File: src/hdl/dfllc_map.svh
// register offsets, field positions, reset values and counts of the loop tuner
`ifndef DFLLC_MAP_SVH
`define DFLLC_MAP_SVH
`define DFLLC_ADDR_CTRL 4'h0
`define DFLLC_ADDR_MUL 4'h1
`define DFLLC_ADDR_VAL 4'h2
`define DFLLC_ADDR_STATUS 4'h3
`define DFLLC_ADDR_INTFLAG 4'h4
`define DFLLC_ADDR_INTEN 4'h5
`define DFLLC_CTRL_EN 0
`define DFLLC_CTRL_CLOSED 1
`define DFLLC_CTRL_STABLE 2
`define DFLLC_VAL_FINE_LSB 6
`define DFLLC_VAL_DIFF_LSB 16
`define DFLLC_ST_READY 0
`define DFLLC_ST_LOCKC 1
`define DFLLC_ST_LOCKF 2
`define DFLLC_ST_OOB 3
`define DFLLC_ST_RCS 4
`define DFLLC_IRQ_LOCKC 0
`define DFLLC_IRQ_LOCKF 1
`define DFLLC_IRQ_RCS 2
`define DFLLC_IRQ_OOB 3
`define DFLLC_CTRL_RST 3'h0
`define DFLLC_MUL_RST 16'h05B8
`define DFLLC_COARSE_RST 6'h1F
`define DFLLC_FINE_RST 10'h200
`define DFLLC_FLAGS_RST 4'h0
`define DFLLC_COARSE_TOL 16'h0020
`define DFLLC_FINE_TOL 16'h0001
`define DFLLC_MUL_MAX 65535
`define DFLLC_REF_STOP_CYCLES (2 * `DFLLC_MUL_MAX)
`define DFLLC_CLK_PERIOD_NS 40
`endif

File: src/hdl/dfllc_pkg.sv
// types shared by the loop tuner modules
package dfllc_pkg;
    typedef enum logic [2:0] {ST_OFF, ST_COARSE, ST_FINE, ST_TRACK} dfllc_state_t;
    typedef logic [5:0] dfllc_coarse_t;
    typedef logic [9:0] dfllc_fine_t;
    typedef logic [15:0] dfllc_mul_t;
    typedef logic signed [15:0] dfllc_diff_t;
    typedef logic [16:0] dfllc_ratio_t;
    typedef logic [3:0] dfllc_flags_t;
endpackage

File: src/hdl/dfllc_ratio_meas.sv
// counts loop clock cycles between reference edges
`timescale 1ns/1ns
`default_nettype none
module dfllc_ratio_meas (
    // clock and reset
    input wire logic clk,
    input wire logic reset_n,
    // control and reference
    input wire logic active,
    input wire logic ref_edge,
    // measurement
    output logic meas_valid,
    output dfllc_pkg::dfllc_ratio_t ratio
);
    dfllc_pkg::dfllc_ratio_t cnt_reg;
    logic seen_reg;

    always_ff @(posedge clk) begin
        if (!reset_n || !active) begin
            cnt_reg <= '0;
            seen_reg <= 1'b0;
            meas_valid <= 1'b0;
            ratio <= '0;
        end else if (ref_edge) begin
            cnt_reg <= '0;
            seen_reg <= 1'b1;
            meas_valid <= seen_reg;
            ratio <= (&cnt_reg) ? cnt_reg : cnt_reg + 17'h0_0001;
        end else begin
            cnt_reg <= (&cnt_reg) ? cnt_reg : cnt_reg + 17'h0_0001;
            meas_valid <= 1'b0;
        end
    end

    // a first partial period never reports
    a_first_period: assert property (@(posedge clk) disable iff (!reset_n)
        (ref_edge && active && !seen_reg) |=> !meas_valid)
        else $error("measurement from partial period");
endmodule
`default_nettype wire

File: src/hdl/dfllc_ref_watch.sv
// flags a reference that stops or runs too slowly
`timescale 1ns/1ns
`default_nettype none
`include "dfllc_map.svh"
module dfllc_ref_watch #(
    parameter int LIMIT = `DFLLC_REF_STOP_CYCLES
) (
    // clock and reset
    input wire logic clk,
    input wire logic reset_n,
    // control and reference
    input wire logic active,
    input wire logic ref_edge,
    // status
    output logic stopped
);
    logic [17:0] cnt_reg;
    localparam logic [17:0] LAST = 18'(LIMIT - 1);

    always_ff @(posedge clk) begin
        if (!reset_n || !active || ref_edge) begin
            cnt_reg <= '0;
            stopped <= 1'b0;
        end else if (cnt_reg == LAST) begin
            stopped <= 1'b1;
        end else begin
            cnt_reg <= cnt_reg + 18'h0_0001;
        end
    end

    a_stop_detect: assert property (@(posedge clk) disable iff (!reset_n)
        (active && !ref_edge && cnt_reg == LAST) |=> stopped)
        else $error("stopped reference not flagged");
    a_stop_clear: assert property (@(posedge clk) disable iff (!reset_n)
        (ref_edge) |=> !stopped)
        else $error("stop flag held after reference edge");
endmodule
`default_nettype wire

File: src/hdl/dfllc_top.sv
// closed-loop coarse and fine tuner of the frequency-locked loop
//
// Local design decisions: the plain strobed port and the register offsets.
`timescale 1ns/1ns
`default_nettype none
`include "dfllc_map.svh"
module dfllc_top #(
    parameter int REF_STOP_CYCLES = `DFLLC_REF_STOP_CYCLES
) (
    // clock and reset
    input wire logic CLK,
    input wire logic RESET_N,
    // reference clock, sampled
    input wire logic REF_CLK_IN,
    // register port
    input wire logic [3:0] ADDR,
    input wire logic [31:0] WDATA,
    input wire logic WR,
    input wire logic RD,
    output logic [31:0] RDATA,
    // oscillator trims and interrupt
    output dfllc_pkg::dfllc_coarse_t COARSE_TRIM,
    output dfllc_pkg::dfllc_fine_t FINE_TRIM,
    output logic IRQ
);
    function automatic dfllc_pkg::dfllc_diff_t sat_diff(input logic signed [17:0] d);
        if (d > 18'sd32767) begin
            sat_diff = 16'sh7FFF;
        end else if (d < -18'sd32768) begin
            sat_diff = 16'sh8000;
        end else begin
            sat_diff = d[15:0];
        end
    endfunction

    function automatic logic [15:0] diff_mag(input dfllc_pkg::dfllc_diff_t d);
        diff_mag = d[15] ? 16'(-d) : 16'(d);
    endfunction

    // registers
    logic [2:0] ctrl_reg;
    dfllc_pkg::dfllc_mul_t mul_reg;
    dfllc_pkg::dfllc_flags_t inten_reg;
    dfllc_pkg::dfllc_flags_t flag_reg;
    dfllc_pkg::dfllc_diff_t diff_reg;
    dfllc_pkg::dfllc_state_t state;
    logic lockc_reg;
    logic lockf_reg;
    logic ready_reg;
    logic oob_reg;
    logic rcs_reg;
    logic ref_prev_reg;

    // internal nets
    logic en;
    logic active;
    logic stable;
    logic ref_edge;
    logic meas_valid;
    dfllc_pkg::dfllc_ratio_t ratio;
    logic ref_stopped;
    logic meas_ok;
    dfllc_pkg::dfllc_diff_t diff_now;
    logic coarse_hit;
    logic fine_hit;
    logic step_coarse;
    logic step_fine;
    logic oob_ev;
    logic lockc_now;
    logic lockf_now;
    dfllc_pkg::dfllc_flags_t events;
    logic val_load;

    assign en = ctrl_reg[`DFLLC_CTRL_EN];
    assign active = en && ctrl_reg[`DFLLC_CTRL_CLOSED];
    assign stable = ctrl_reg[`DFLLC_CTRL_STABLE];

    // reference edge detect
    always_ff @(posedge CLK) begin
        if (!RESET_N) begin
            ref_prev_reg <= 1'b0;
        end else begin
            ref_prev_reg <= REF_CLK_IN;
        end
    end
    assign ref_edge = REF_CLK_IN && !ref_prev_reg;

    dfllc_ratio_meas u_meas (
        .clk(CLK),
        .reset_n(RESET_N),
        .active(active && !ref_stopped),
        .ref_edge(ref_edge),
        .meas_valid(meas_valid),
        .ratio(ratio)
    );

    dfllc_ref_watch #(.LIMIT(REF_STOP_CYCLES)) u_watch (
        .clk(CLK),
        .reset_n(RESET_N),
        .active(active),
        .ref_edge(ref_edge),
        .stopped(ref_stopped)
    );

    // measured error and decisions
    assign diff_now = sat_diff($signed({1'b0, ratio}) - $signed({2'b00, mul_reg}));
    assign meas_ok = meas_valid && !ref_stopped && active;
    assign coarse_hit = diff_mag(diff_now) <= `DFLLC_COARSE_TOL;
    assign fine_hit = diff_mag(diff_now) <= `DFLLC_FINE_TOL;
    assign step_coarse = meas_ok && state == dfllc_pkg::ST_COARSE && !coarse_hit;
    assign step_fine = meas_ok && ((state == dfllc_pkg::ST_FINE && !fine_hit)
        || (state == dfllc_pkg::ST_TRACK && !stable && diff_now != 16'sh0000));
    assign oob_ev = step_fine && ((diff_now > 16'sh0000 && FINE_TRIM == '0)
        || (diff_now < 16'sh0000 && &FINE_TRIM));
    assign lockc_now = state == dfllc_pkg::ST_FINE || state == dfllc_pkg::ST_TRACK;
    assign lockf_now = state == dfllc_pkg::ST_TRACK;
    assign val_load = WR && ADDR == `DFLLC_ADDR_VAL && state == dfllc_pkg::ST_OFF;

    // tuning sequence
    always_ff @(posedge CLK) begin
        if (!RESET_N) begin
            state <= dfllc_pkg::ST_OFF;
        end else if (!active) begin
            state <= dfllc_pkg::ST_OFF;
        end else begin
            case (state)
                dfllc_pkg::ST_OFF: begin
                    state <= dfllc_pkg::ST_COARSE;
                end
                dfllc_pkg::ST_COARSE: begin
                    if (meas_ok && coarse_hit) begin
                        state <= dfllc_pkg::ST_FINE;
                    end
                end
                dfllc_pkg::ST_FINE: begin
                    if (meas_ok && fine_hit) begin
                        state <= dfllc_pkg::ST_TRACK;
                    end
                end
                dfllc_pkg::ST_TRACK: begin
                    state <= dfllc_pkg::ST_TRACK;
                end
                default: begin
                    state <= dfllc_pkg::ST_OFF;
                end
            endcase
        end
    end

    // trim values
    always_ff @(posedge CLK) begin
        if (!RESET_N) begin
            COARSE_TRIM <= `DFLLC_COARSE_RST;
            FINE_TRIM <= `DFLLC_FINE_RST;
        end else if (val_load) begin
            COARSE_TRIM <= WDATA[`DFLLC_VAL_FINE_LSB-1:0];
            FINE_TRIM <= WDATA[`DFLLC_VAL_DIFF_LSB-1:`DFLLC_VAL_FINE_LSB];
        end else begin
            if (step_coarse) begin
                if (diff_now > 16'sh0000 && COARSE_TRIM != '0) begin
                    COARSE_TRIM <= COARSE_TRIM - 6'h01;
                end else if (diff_now < 16'sh0000 && !(&COARSE_TRIM)) begin
                    COARSE_TRIM <= COARSE_TRIM + 6'h01;
                end
            end
            if (step_fine && !oob_ev) begin
                if (diff_now > 16'sh0000) begin
                    FINE_TRIM <= FINE_TRIM - 10'h001;
                end else begin
                    FINE_TRIM <= FINE_TRIM + 10'h001;
                end
            end
        end
    end

    // status levels
    always_ff @(posedge CLK) begin
        if (!RESET_N) begin
            lockc_reg <= 1'b0;
            lockf_reg <= 1'b0;
            ready_reg <= 1'b0;
            rcs_reg <= 1'b0;
        end else begin
            lockc_reg <= lockc_now && active;
            lockf_reg <= lockf_now && active;
            ready_reg <= en;
            rcs_reg <= ref_stopped;
        end
    end

    always_ff @(posedge CLK) begin
        if (!RESET_N || !active) begin
            oob_reg <= 1'b0;
        end else if (oob_ev) begin
            oob_reg <= 1'b1;
        end
    end

    assign events[`DFLLC_IRQ_LOCKC] = lockc_now && !lockc_reg;
    assign events[`DFLLC_IRQ_LOCKF] = lockf_now && !lockf_reg;
    assign events[`DFLLC_IRQ_RCS] = ref_stopped && !rcs_reg;
    assign events[`DFLLC_IRQ_OOB] = oob_ev;

    // sticky event flags, set wins over write-one clear
    always_ff @(posedge CLK) begin
        if (!RESET_N) begin
            flag_reg <= `DFLLC_FLAGS_RST;
        end else if (WR && ADDR == `DFLLC_ADDR_INTFLAG) begin
            flag_reg <= (flag_reg & ~WDATA[3:0]) | events;
        end else begin
            flag_reg <= flag_reg | events;
        end
    end
    assign IRQ = |(flag_reg & inten_reg);

    // stored ratio difference
    always_ff @(posedge CLK) begin
        if (!RESET_N) begin
            diff_reg <= '0;
        end else if (meas_ok) begin
            diff_reg <= diff_now;
        end
    end

    // writable registers
    always_ff @(posedge CLK) begin
        if (!RESET_N) begin
            ctrl_reg <= `DFLLC_CTRL_RST;
            mul_reg <= `DFLLC_MUL_RST;
            inten_reg <= `DFLLC_FLAGS_RST;
        end else if (WR) begin
            case (ADDR)
                `DFLLC_ADDR_CTRL: ctrl_reg <= WDATA[2:0];
                `DFLLC_ADDR_MUL: mul_reg <= WDATA[15:0];
                `DFLLC_ADDR_INTEN: inten_reg <= WDATA[3:0];
                default: begin
                end
            endcase
        end
    end

    // read data, one cycle after the strobe
    always_ff @(posedge CLK) begin
        if (!RESET_N || !RD) begin
            RDATA <= 32'h0000_0000;
        end else begin
            case (ADDR)
                `DFLLC_ADDR_CTRL: RDATA <= {29'h0000_0000, ctrl_reg};
                `DFLLC_ADDR_MUL: RDATA <= {16'h0000, mul_reg};
                `DFLLC_ADDR_VAL: RDATA <= {diff_reg, FINE_TRIM, COARSE_TRIM};
                `DFLLC_ADDR_STATUS: RDATA <= {27'h000_0000, rcs_reg, oob_reg,
                    lockf_reg, lockc_reg, ready_reg};
                `DFLLC_ADDR_INTFLAG: RDATA <= {28'h000_0000, flag_reg};
                `DFLLC_ADDR_INTEN: RDATA <= {28'h000_0000, inten_reg};
                default: RDATA <= 32'h0000_0000;
            endcase
        end
    end

    // checks
    a_coarse_lock: assert property (@(posedge CLK) disable iff (!RESET_N)
        (state == dfllc_pkg::ST_COARSE && meas_ok && coarse_hit) |-> ##2 lockc_reg)
        else $error("coarse lock not flagged");
    a_fine_lock: assert property (@(posedge CLK) disable iff (!RESET_N)
        (state == dfllc_pkg::ST_FINE && meas_ok && fine_hit) |-> ##2 lockf_reg)
        else $error("fine lock not flagged");
    a_lock_irq: assert property (@(posedge CLK) disable iff (!RESET_N)
        (lockc_now && !lockc_reg && inten_reg[`DFLLC_IRQ_LOCKC]) |=> IRQ)
        else $error("coarse lock interrupt missing");
    a_ready_lock: assert property (@(posedge CLK) disable iff (!RESET_N)
        (lockf_reg || lockc_reg) |-> ready_reg)
        else $error("lock without ready");
    a_diff_store: assert property (@(posedge CLK) disable iff (!RESET_N)
        meas_ok |=> diff_reg == $past(diff_now))
        else $error("ratio difference not stored");
    a_track_hold: assert property (@(posedge CLK) disable iff (!RESET_N)
        (state == dfllc_pkg::ST_TRACK && active) |=> state == dfllc_pkg::ST_TRACK)
        else $error("lock dropped while tracking");
    a_oob_flag: assert property (@(posedge CLK) disable iff (!RESET_N)
        (oob_ev && active) |=> oob_reg && flag_reg[`DFLLC_IRQ_OOB])
        else $error("fine overflow not flagged");
    a_stop_hold: assert property (@(posedge CLK) disable iff (!RESET_N)
        (ref_stopped && state != dfllc_pkg::ST_OFF) |=> $stable(FINE_TRIM)
        && $stable(COARSE_TRIM))
        else $error("trim moved while reference stopped");
    a_rcs_irq: assert property (@(posedge CLK) disable iff (!RESET_N)
        (ref_stopped && !rcs_reg && inten_reg[`DFLLC_IRQ_RCS]) |=> IRQ)
        else $error("reference stop interrupt missing");
    a_lock_clear: assert property (@(posedge CLK) disable iff (!RESET_N)
        !active |-> ##2 (!lockc_reg && !lockf_reg))
        else $error("lock held after leaving closed loop");

    // interrupt, status and tuning step checks
    a_fine_irq: assert property (@(posedge CLK) disable iff (!RESET_N)
        (lockf_now && !lockf_reg && inten_reg[`DFLLC_IRQ_LOCKF]) |=> IRQ)
        else $error("fine lock interrupt missing");
    a_lock_event: assert property (@(posedge CLK) disable iff (!RESET_N)
        (lockc_now && !lockc_reg) |=> flag_reg[`DFLLC_IRQ_LOCKC])
        else $error("coarse lock event not latched");
    a_ready_follow: assert property (@(posedge CLK) disable iff (!RESET_N)
        en |=> ready_reg)
        else $error("ready missing while enabled");
    a_coarse_up: assert property (@(posedge CLK) disable iff (!RESET_N)
        (step_coarse && diff_now < 16'sh0000 && !(&COARSE_TRIM))
        |=> COARSE_TRIM == $past(COARSE_TRIM) + 6'h01)
        else $error("coarse trim not raised");
    a_coarse_down: assert property (@(posedge CLK) disable iff (!RESET_N)
        (step_coarse && diff_now > 16'sh0000 && COARSE_TRIM != '0)
        |=> COARSE_TRIM == $past(COARSE_TRIM) - 6'h01)
        else $error("coarse trim not lowered");
    a_fine_up: assert property (@(posedge CLK) disable iff (!RESET_N)
        (step_fine && !oob_ev && diff_now < 16'sh0000)
        |=> FINE_TRIM == $past(FINE_TRIM) + 10'h001)
        else $error("fine trim not raised");
    a_fine_down: assert property (@(posedge CLK) disable iff (!RESET_N)
        (step_fine && !oob_ev && diff_now > 16'sh0000)
        |=> FINE_TRIM == $past(FINE_TRIM) - 10'h001)
        else $error("fine trim not lowered");
    a_stable_freeze: assert property (@(posedge CLK) disable iff (!RESET_N)
        (state == dfllc_pkg::ST_TRACK && stable) |=> $stable(FINE_TRIM))
        else $error("fine trim moved with stable set");
    a_oob_saturate: assert property (@(posedge CLK) disable iff (!RESET_N)
        oob_ev |=> $stable(FINE_TRIM))
        else $error("fine trim wrapped");
    a_oob_inactive: assert property (@(posedge CLK) disable iff (!RESET_N)
        !active |=> !oob_reg)
        else $error("out of bounds held while inactive");
    a_rcs_status: assert property (@(posedge CLK) disable iff (!RESET_N)
        ref_stopped |=> rcs_reg)
        else $error("stopped status missing");
    a_rcs_event: assert property (@(posedge CLK) disable iff (!RESET_N)
        (ref_stopped && !rcs_reg) |=> flag_reg[`DFLLC_IRQ_RCS])
        else $error("reference stop event not latched");
    a_diff_frozen: assert property (@(posedge CLK) disable iff (!RESET_N)
        ref_stopped |=> $stable(diff_reg))
        else $error("ratio difference moved while reference stopped");
endmodule
`default_nettype wire

File: config.mk
export PLATFORM = sky130hd
export DESIGN_NAME = dfllc_top
export DESIGN_NICKNAME = d
export VERILOG_FILES = /design/src/hdl/dfllc_pkg.sv /design/src/hdl/dfllc_ratio_meas.sv /design/src/hdl/dfllc_ref_watch.sv /design/src/hdl/dfllc_top.sv
export VERILOG_INCLUDE_DIRS = /design/src /design/src/hdl
export SDC_FILE = /design/constraint.sdc
export NUM_CORES = 1
export LEC_CHECK = 0
export ABC_AREA = 0
export BUFFER_PORTS_ARGS = -buffer_cell sky130_fd_sc_hd__buf_2
export CAP_MARGIN = 20
export CORE_ASPECT_RATIO = 1.1
export CORE_MARGIN = 1.5
export CORE_UTILIZATION = 59
export DETAILED_ROUTE_END_ITERATION = 7
export PLACE_DENSITY = 0.8
export SYNTH_ARGS = -nofsm -noshare
export SYNTH_HDL_FRONTEND = slang
export SYNTH_SLANG_ARGS = --single-unit
File: constraint.sdc
create_clock -name CLK -period 7.8 [get_ports CLK]
set_input_delay 0.39 -clock CLK [delete_from_list [all_inputs] [get_ports CLK]]
set_output_delay 0.39 -clock CLK [all_outputs]
set_load 0.01 [all_outputs]
==> metrics.md <==
| Metric | Value |
|---|---|
| Outcome | complete, no violations |
| # nets final | about 1,100 |
| Floorplan die width | ~120 µm |
| Diodes inserted | 0 |
| Number of cells on the worst reg-to-reg path | 30 |
| Post-Place Cells | roughly 1,200 |
| Share of layout cells above drive strength 1 | 0.135 |
| Arr. time, crit path | between 7 and 8 ns |
| Reg2Reg Launch Point | mul_reg[0] |
| Launching instance or port of the critical path | mul_reg[0] |
| Leading area contributor after synthesis | dfxtp_1 |
| Critical path's largest stage delay | around 0.44 ns |
| Synthesized netlist net count | ~1,100 |
| Final count of negative-setup-slack endpoints | 0 |
| Count of final hold-check violations | 0 |
| Vias per std cell | 6.09 |
| Synthesized area per cell | slightly above 8 µm² |
| Total Neg Setup Slack | 0 ns |
| DIE AREA | between 10,000 and 15,000 µm² |
| Cell count after synthesis | slightly above 1,000 |
| Syn-to-layout area delta | 12.8% |
| Setup slack, reg-to-reg | just under 0.8 ns |
| Violation count after the first detailed-routing iteration | around 860 |
| Routability cong. | around 0.98 |
| Remaining global-route overflow | 0 |
| Wirelength per Cell | approximately 17 µm |
| Placed instance area | 8740 µm² |
| Number of buffers created by CTS | 17 |
| Slowest stage cell, crit path | fa_1 |
| Proportion of register bits with asynchronous set or reset after synthesis | 0 |
| Max-cap violations | 0 |
| Cts hold-fix bufs | 0 |
| Number of flip-flops under the largest register name | 32 |
| Antenna Violating Nets Remaining | 0 |
| Initial antenna violation count | 0 |
| Area of the core region | 13,700 µm² |
| Total number of placement rows | between 40 and 50 |
| Most used cell, CP | a21oi_1 |
| Io pins | 90 |
| EDFF count, synth | 0 |
| PnR Total Power | about 1.7 mW |
| Crit path kind | reg -> reg |
| Placed wire-length estimate | 15.1 mm |
| Detailed-routing iteration count for the pre-antenna-repair pass | 6 |
| Sequential cell fraction of total power | 0.466 |
| Dominant cells by area after synthesis | dfxtp_1, nor2_1, nand2_1 |
| Leakage power summed over all cells | 3.75 nW |
| Hold path startpoint | WDATA[10] |
| Non-filler cells, final | ~1,300 |
| Clock network fraction of design power | 0.491 |
| Number of H-tree branching levels | 4 |
| Overall fraction of global-route tracks in use | 0.292 |
| Worst reg2reg path endpoint | FINE_TRIM[9] |
| Residual DRC count | 0 |
| Max-slew headroom | 0.364 |
| Layout Cell Area excl Fill | 9350 µm² |
| Netlist cell types | between 80 and 90 |
| Number of sinks driven by the clock tree | around 150 |
| Final period utilization | 0.900 |
| Number of synthesized register bits | 154 |
| Worst-path maximum fanout | 13 |
| Startpoint type of the worst setup path | flip-flop |
| Detailed-route wire length | around 21 mm |
| Global-route wire length before repair | about 34 mm |
| Number of buffers inserted by post-CTS setup repair | 0 |
| Cell Int Power | 1.30 mW |
| Via count of the first global-routing pass | ~7,000 |
| Proportion of total power due to net switching | 0.236 |
| Min Tclk post-route | around 7.0 ns |
| Pin count of the biggest net entering global routing | 39 |
| Capturing element of the worst setup path | FINE_TRIM[9] |
| Final setup skew | between 0.009 and 0.01 ns |
| Top-area cell type share of the netlist area | 0.372 |
| PD cells | 182 nW/µm² |
| Comb power frac | 0.043 |
| Highest attainable clock frequency | approximately 140 MHz |
| Most common library cell in the layout ignoring fill and taps | dfxtp_1 |
| Measured slew at the worst slew-check pin | around 0.95 ns |
| Class of the most critical hold timing path | in -> reg |
| Worst Setup Slack post-DPL | a little over 1 ns |
| Required time at the worst-slack endpoint | between 8 and 9 ns |
| Initial core utilization | 0.603 |
| Number of I/O port buffers | 73 |
| Setup repair after global routing missed its margin | false |
| Leading cell types in the layout, fill and taps excluded | dfxtp_1, nor2_1, nand2_1 |
| Switching power summed over all nets | about 0.40 mW |
| Master cell of the clock root buffer | clkbuf_16 |
| Sequential share of the synthesized area | 0.372 |
| Final WS setup | between 0.7 and 0.8 ns |
| Post-cts gate resize count | 0 |
| Clock tree from TritonCTS | yes |
| Detailed-route via count | 7,701 |
| Die Y-Extent | roughly 130 µm |
| Most common flop cell mapped by yosys | dfxtp_1 |
| Clock network latency to the later pin of the worst-skew pair | 0.43 ns |
| Final Max Slew Viols | 0 |
| Clock-pin transition on the worst setup and hold timing paths | roughly 0.070 ns |
| Kind of end point of the critical path | flip-flop |
| Synth Cell Area | 8290 µm² |
| Synthesis warning total | 0 |
| Maximum number of buffers from clock root to sink | 2 |
| IR drop worst, VDD | between 100 and 150 µV |
-- worst min-delay path by stage --
stage	slack, ns	cells after the start	end
5_1_grt	0.19	2	ref_prev_reg
6_report	0.18	3	FINE_TRIM[4]
3_3_place_gp	0.42	2	u_meas.meas_valid
4_1_cts	0.17	3	FINE_TRIM[4]
2_1_floorplan	0.42	2	u_meas.meas_valid
3_5_place_dp	0.44	2	u_meas.meas_valid
-- metrics by stage --
step                hold slack (ns)  utilization
CTS                           0.171        0.680
global route                  0.186        0.680
finish                        0.183        0.680
floorplan                     0.417            -
detailed placement            0.437        0.636
global placement              0.421        0.636
-- power groups by stage --
stage / Combinational [mW] / Sequential [mW] / Clock [mW]
6_report: 0.0736 / 0.794 / 0.836
5_1_grt: 0.0791 / 0.794 / 0.876
4_1_cts: 0.0712 / 0.794 / 0.842
3_5_place_dp: 0.0705 / 0.812 / 0
3_3_place_gp: 0.0697 / 0.812 / 0
2_1_floorplan: 0.0468 / 0.811 / 0
-- layer usage --
metal	global-route usage	share of wire	vias up
met5	0	0	-
met4	0.124	0.030	0
met3	0.0474	0.069	55
met2	0.478	0.48	342
met1	0.381	0.42	3610
li1	-	-	3694
-- synthesized netlist by cell type, types with 3 or more instances --
cell type	instances
o21ai_1	12
a21o_1	10
nor2b_1	5
xor2_1	24
nand4_1	17
a211o_1	5
clkbuf_1	33
o21ai_0	43
nor3_1	27
o221ai_1	3
a22oi_1	15
a211oi_1	13
a31oi_1	9
or3_1	9
inv_1	42
nand2b_1	9
dfxtp_1	154
mux2i_1	20
buf_2	8
xnor2_1	27
and2_1	21
a221oi_1	4
o22ai_1	5
o21bai_1	6
nor4_1	8
and3_1	15
fa_1	3
and4_1	3
nand2_1	113
or2_1	4
buf_1	4
ha_1	33
o21a_1	4
a21oi_1	70
a21boi_0	3
nand3_1	21
a21oi_2	4
nor2_1	129
o211ai_1	12
-- critical path, delay by kind of cell (launching register included) --
kind | cells | cell delay (ns)
xor gates and xnor gates | 1 | 0.24
buffers and inverters | 4 | 0.59
DFF | 1 | 0.40
AOI/OAI and AO/OA | 16 | 3.46
adders and majority gates | 4 | 1.37
and+or+nand+nor | 5 | 0.83
-- final cells by class --
type                       count  area (µm²)
multi-input combinational    766        4840
clock buffer                  18         439
tap                          188         235
timing repair buffer          82         437
inverter                      42         158
fill                        1149        4390
sequential                   154        3080
clock inverter                14         159
-- cell families (layout without fill, tap and decap cells) --
group | Yosys count | after routing | synth area share
buffers and inverters | 89 | 156 | 0.0444
DFF | 154 | 154 | 0.372
xor gates and xnor gates | 51 | 51 | 0.0539
AOI/OAI and AO/OA | 253 | 253 | 0.206
and+or+nand+nor | 402 | 402 | 0.235
muxes | 24 | 24 | 0.0314
adders and majority gates | 36 | 36 | 0.0571
Note: power is estimated with default switching activity, not from simulation.
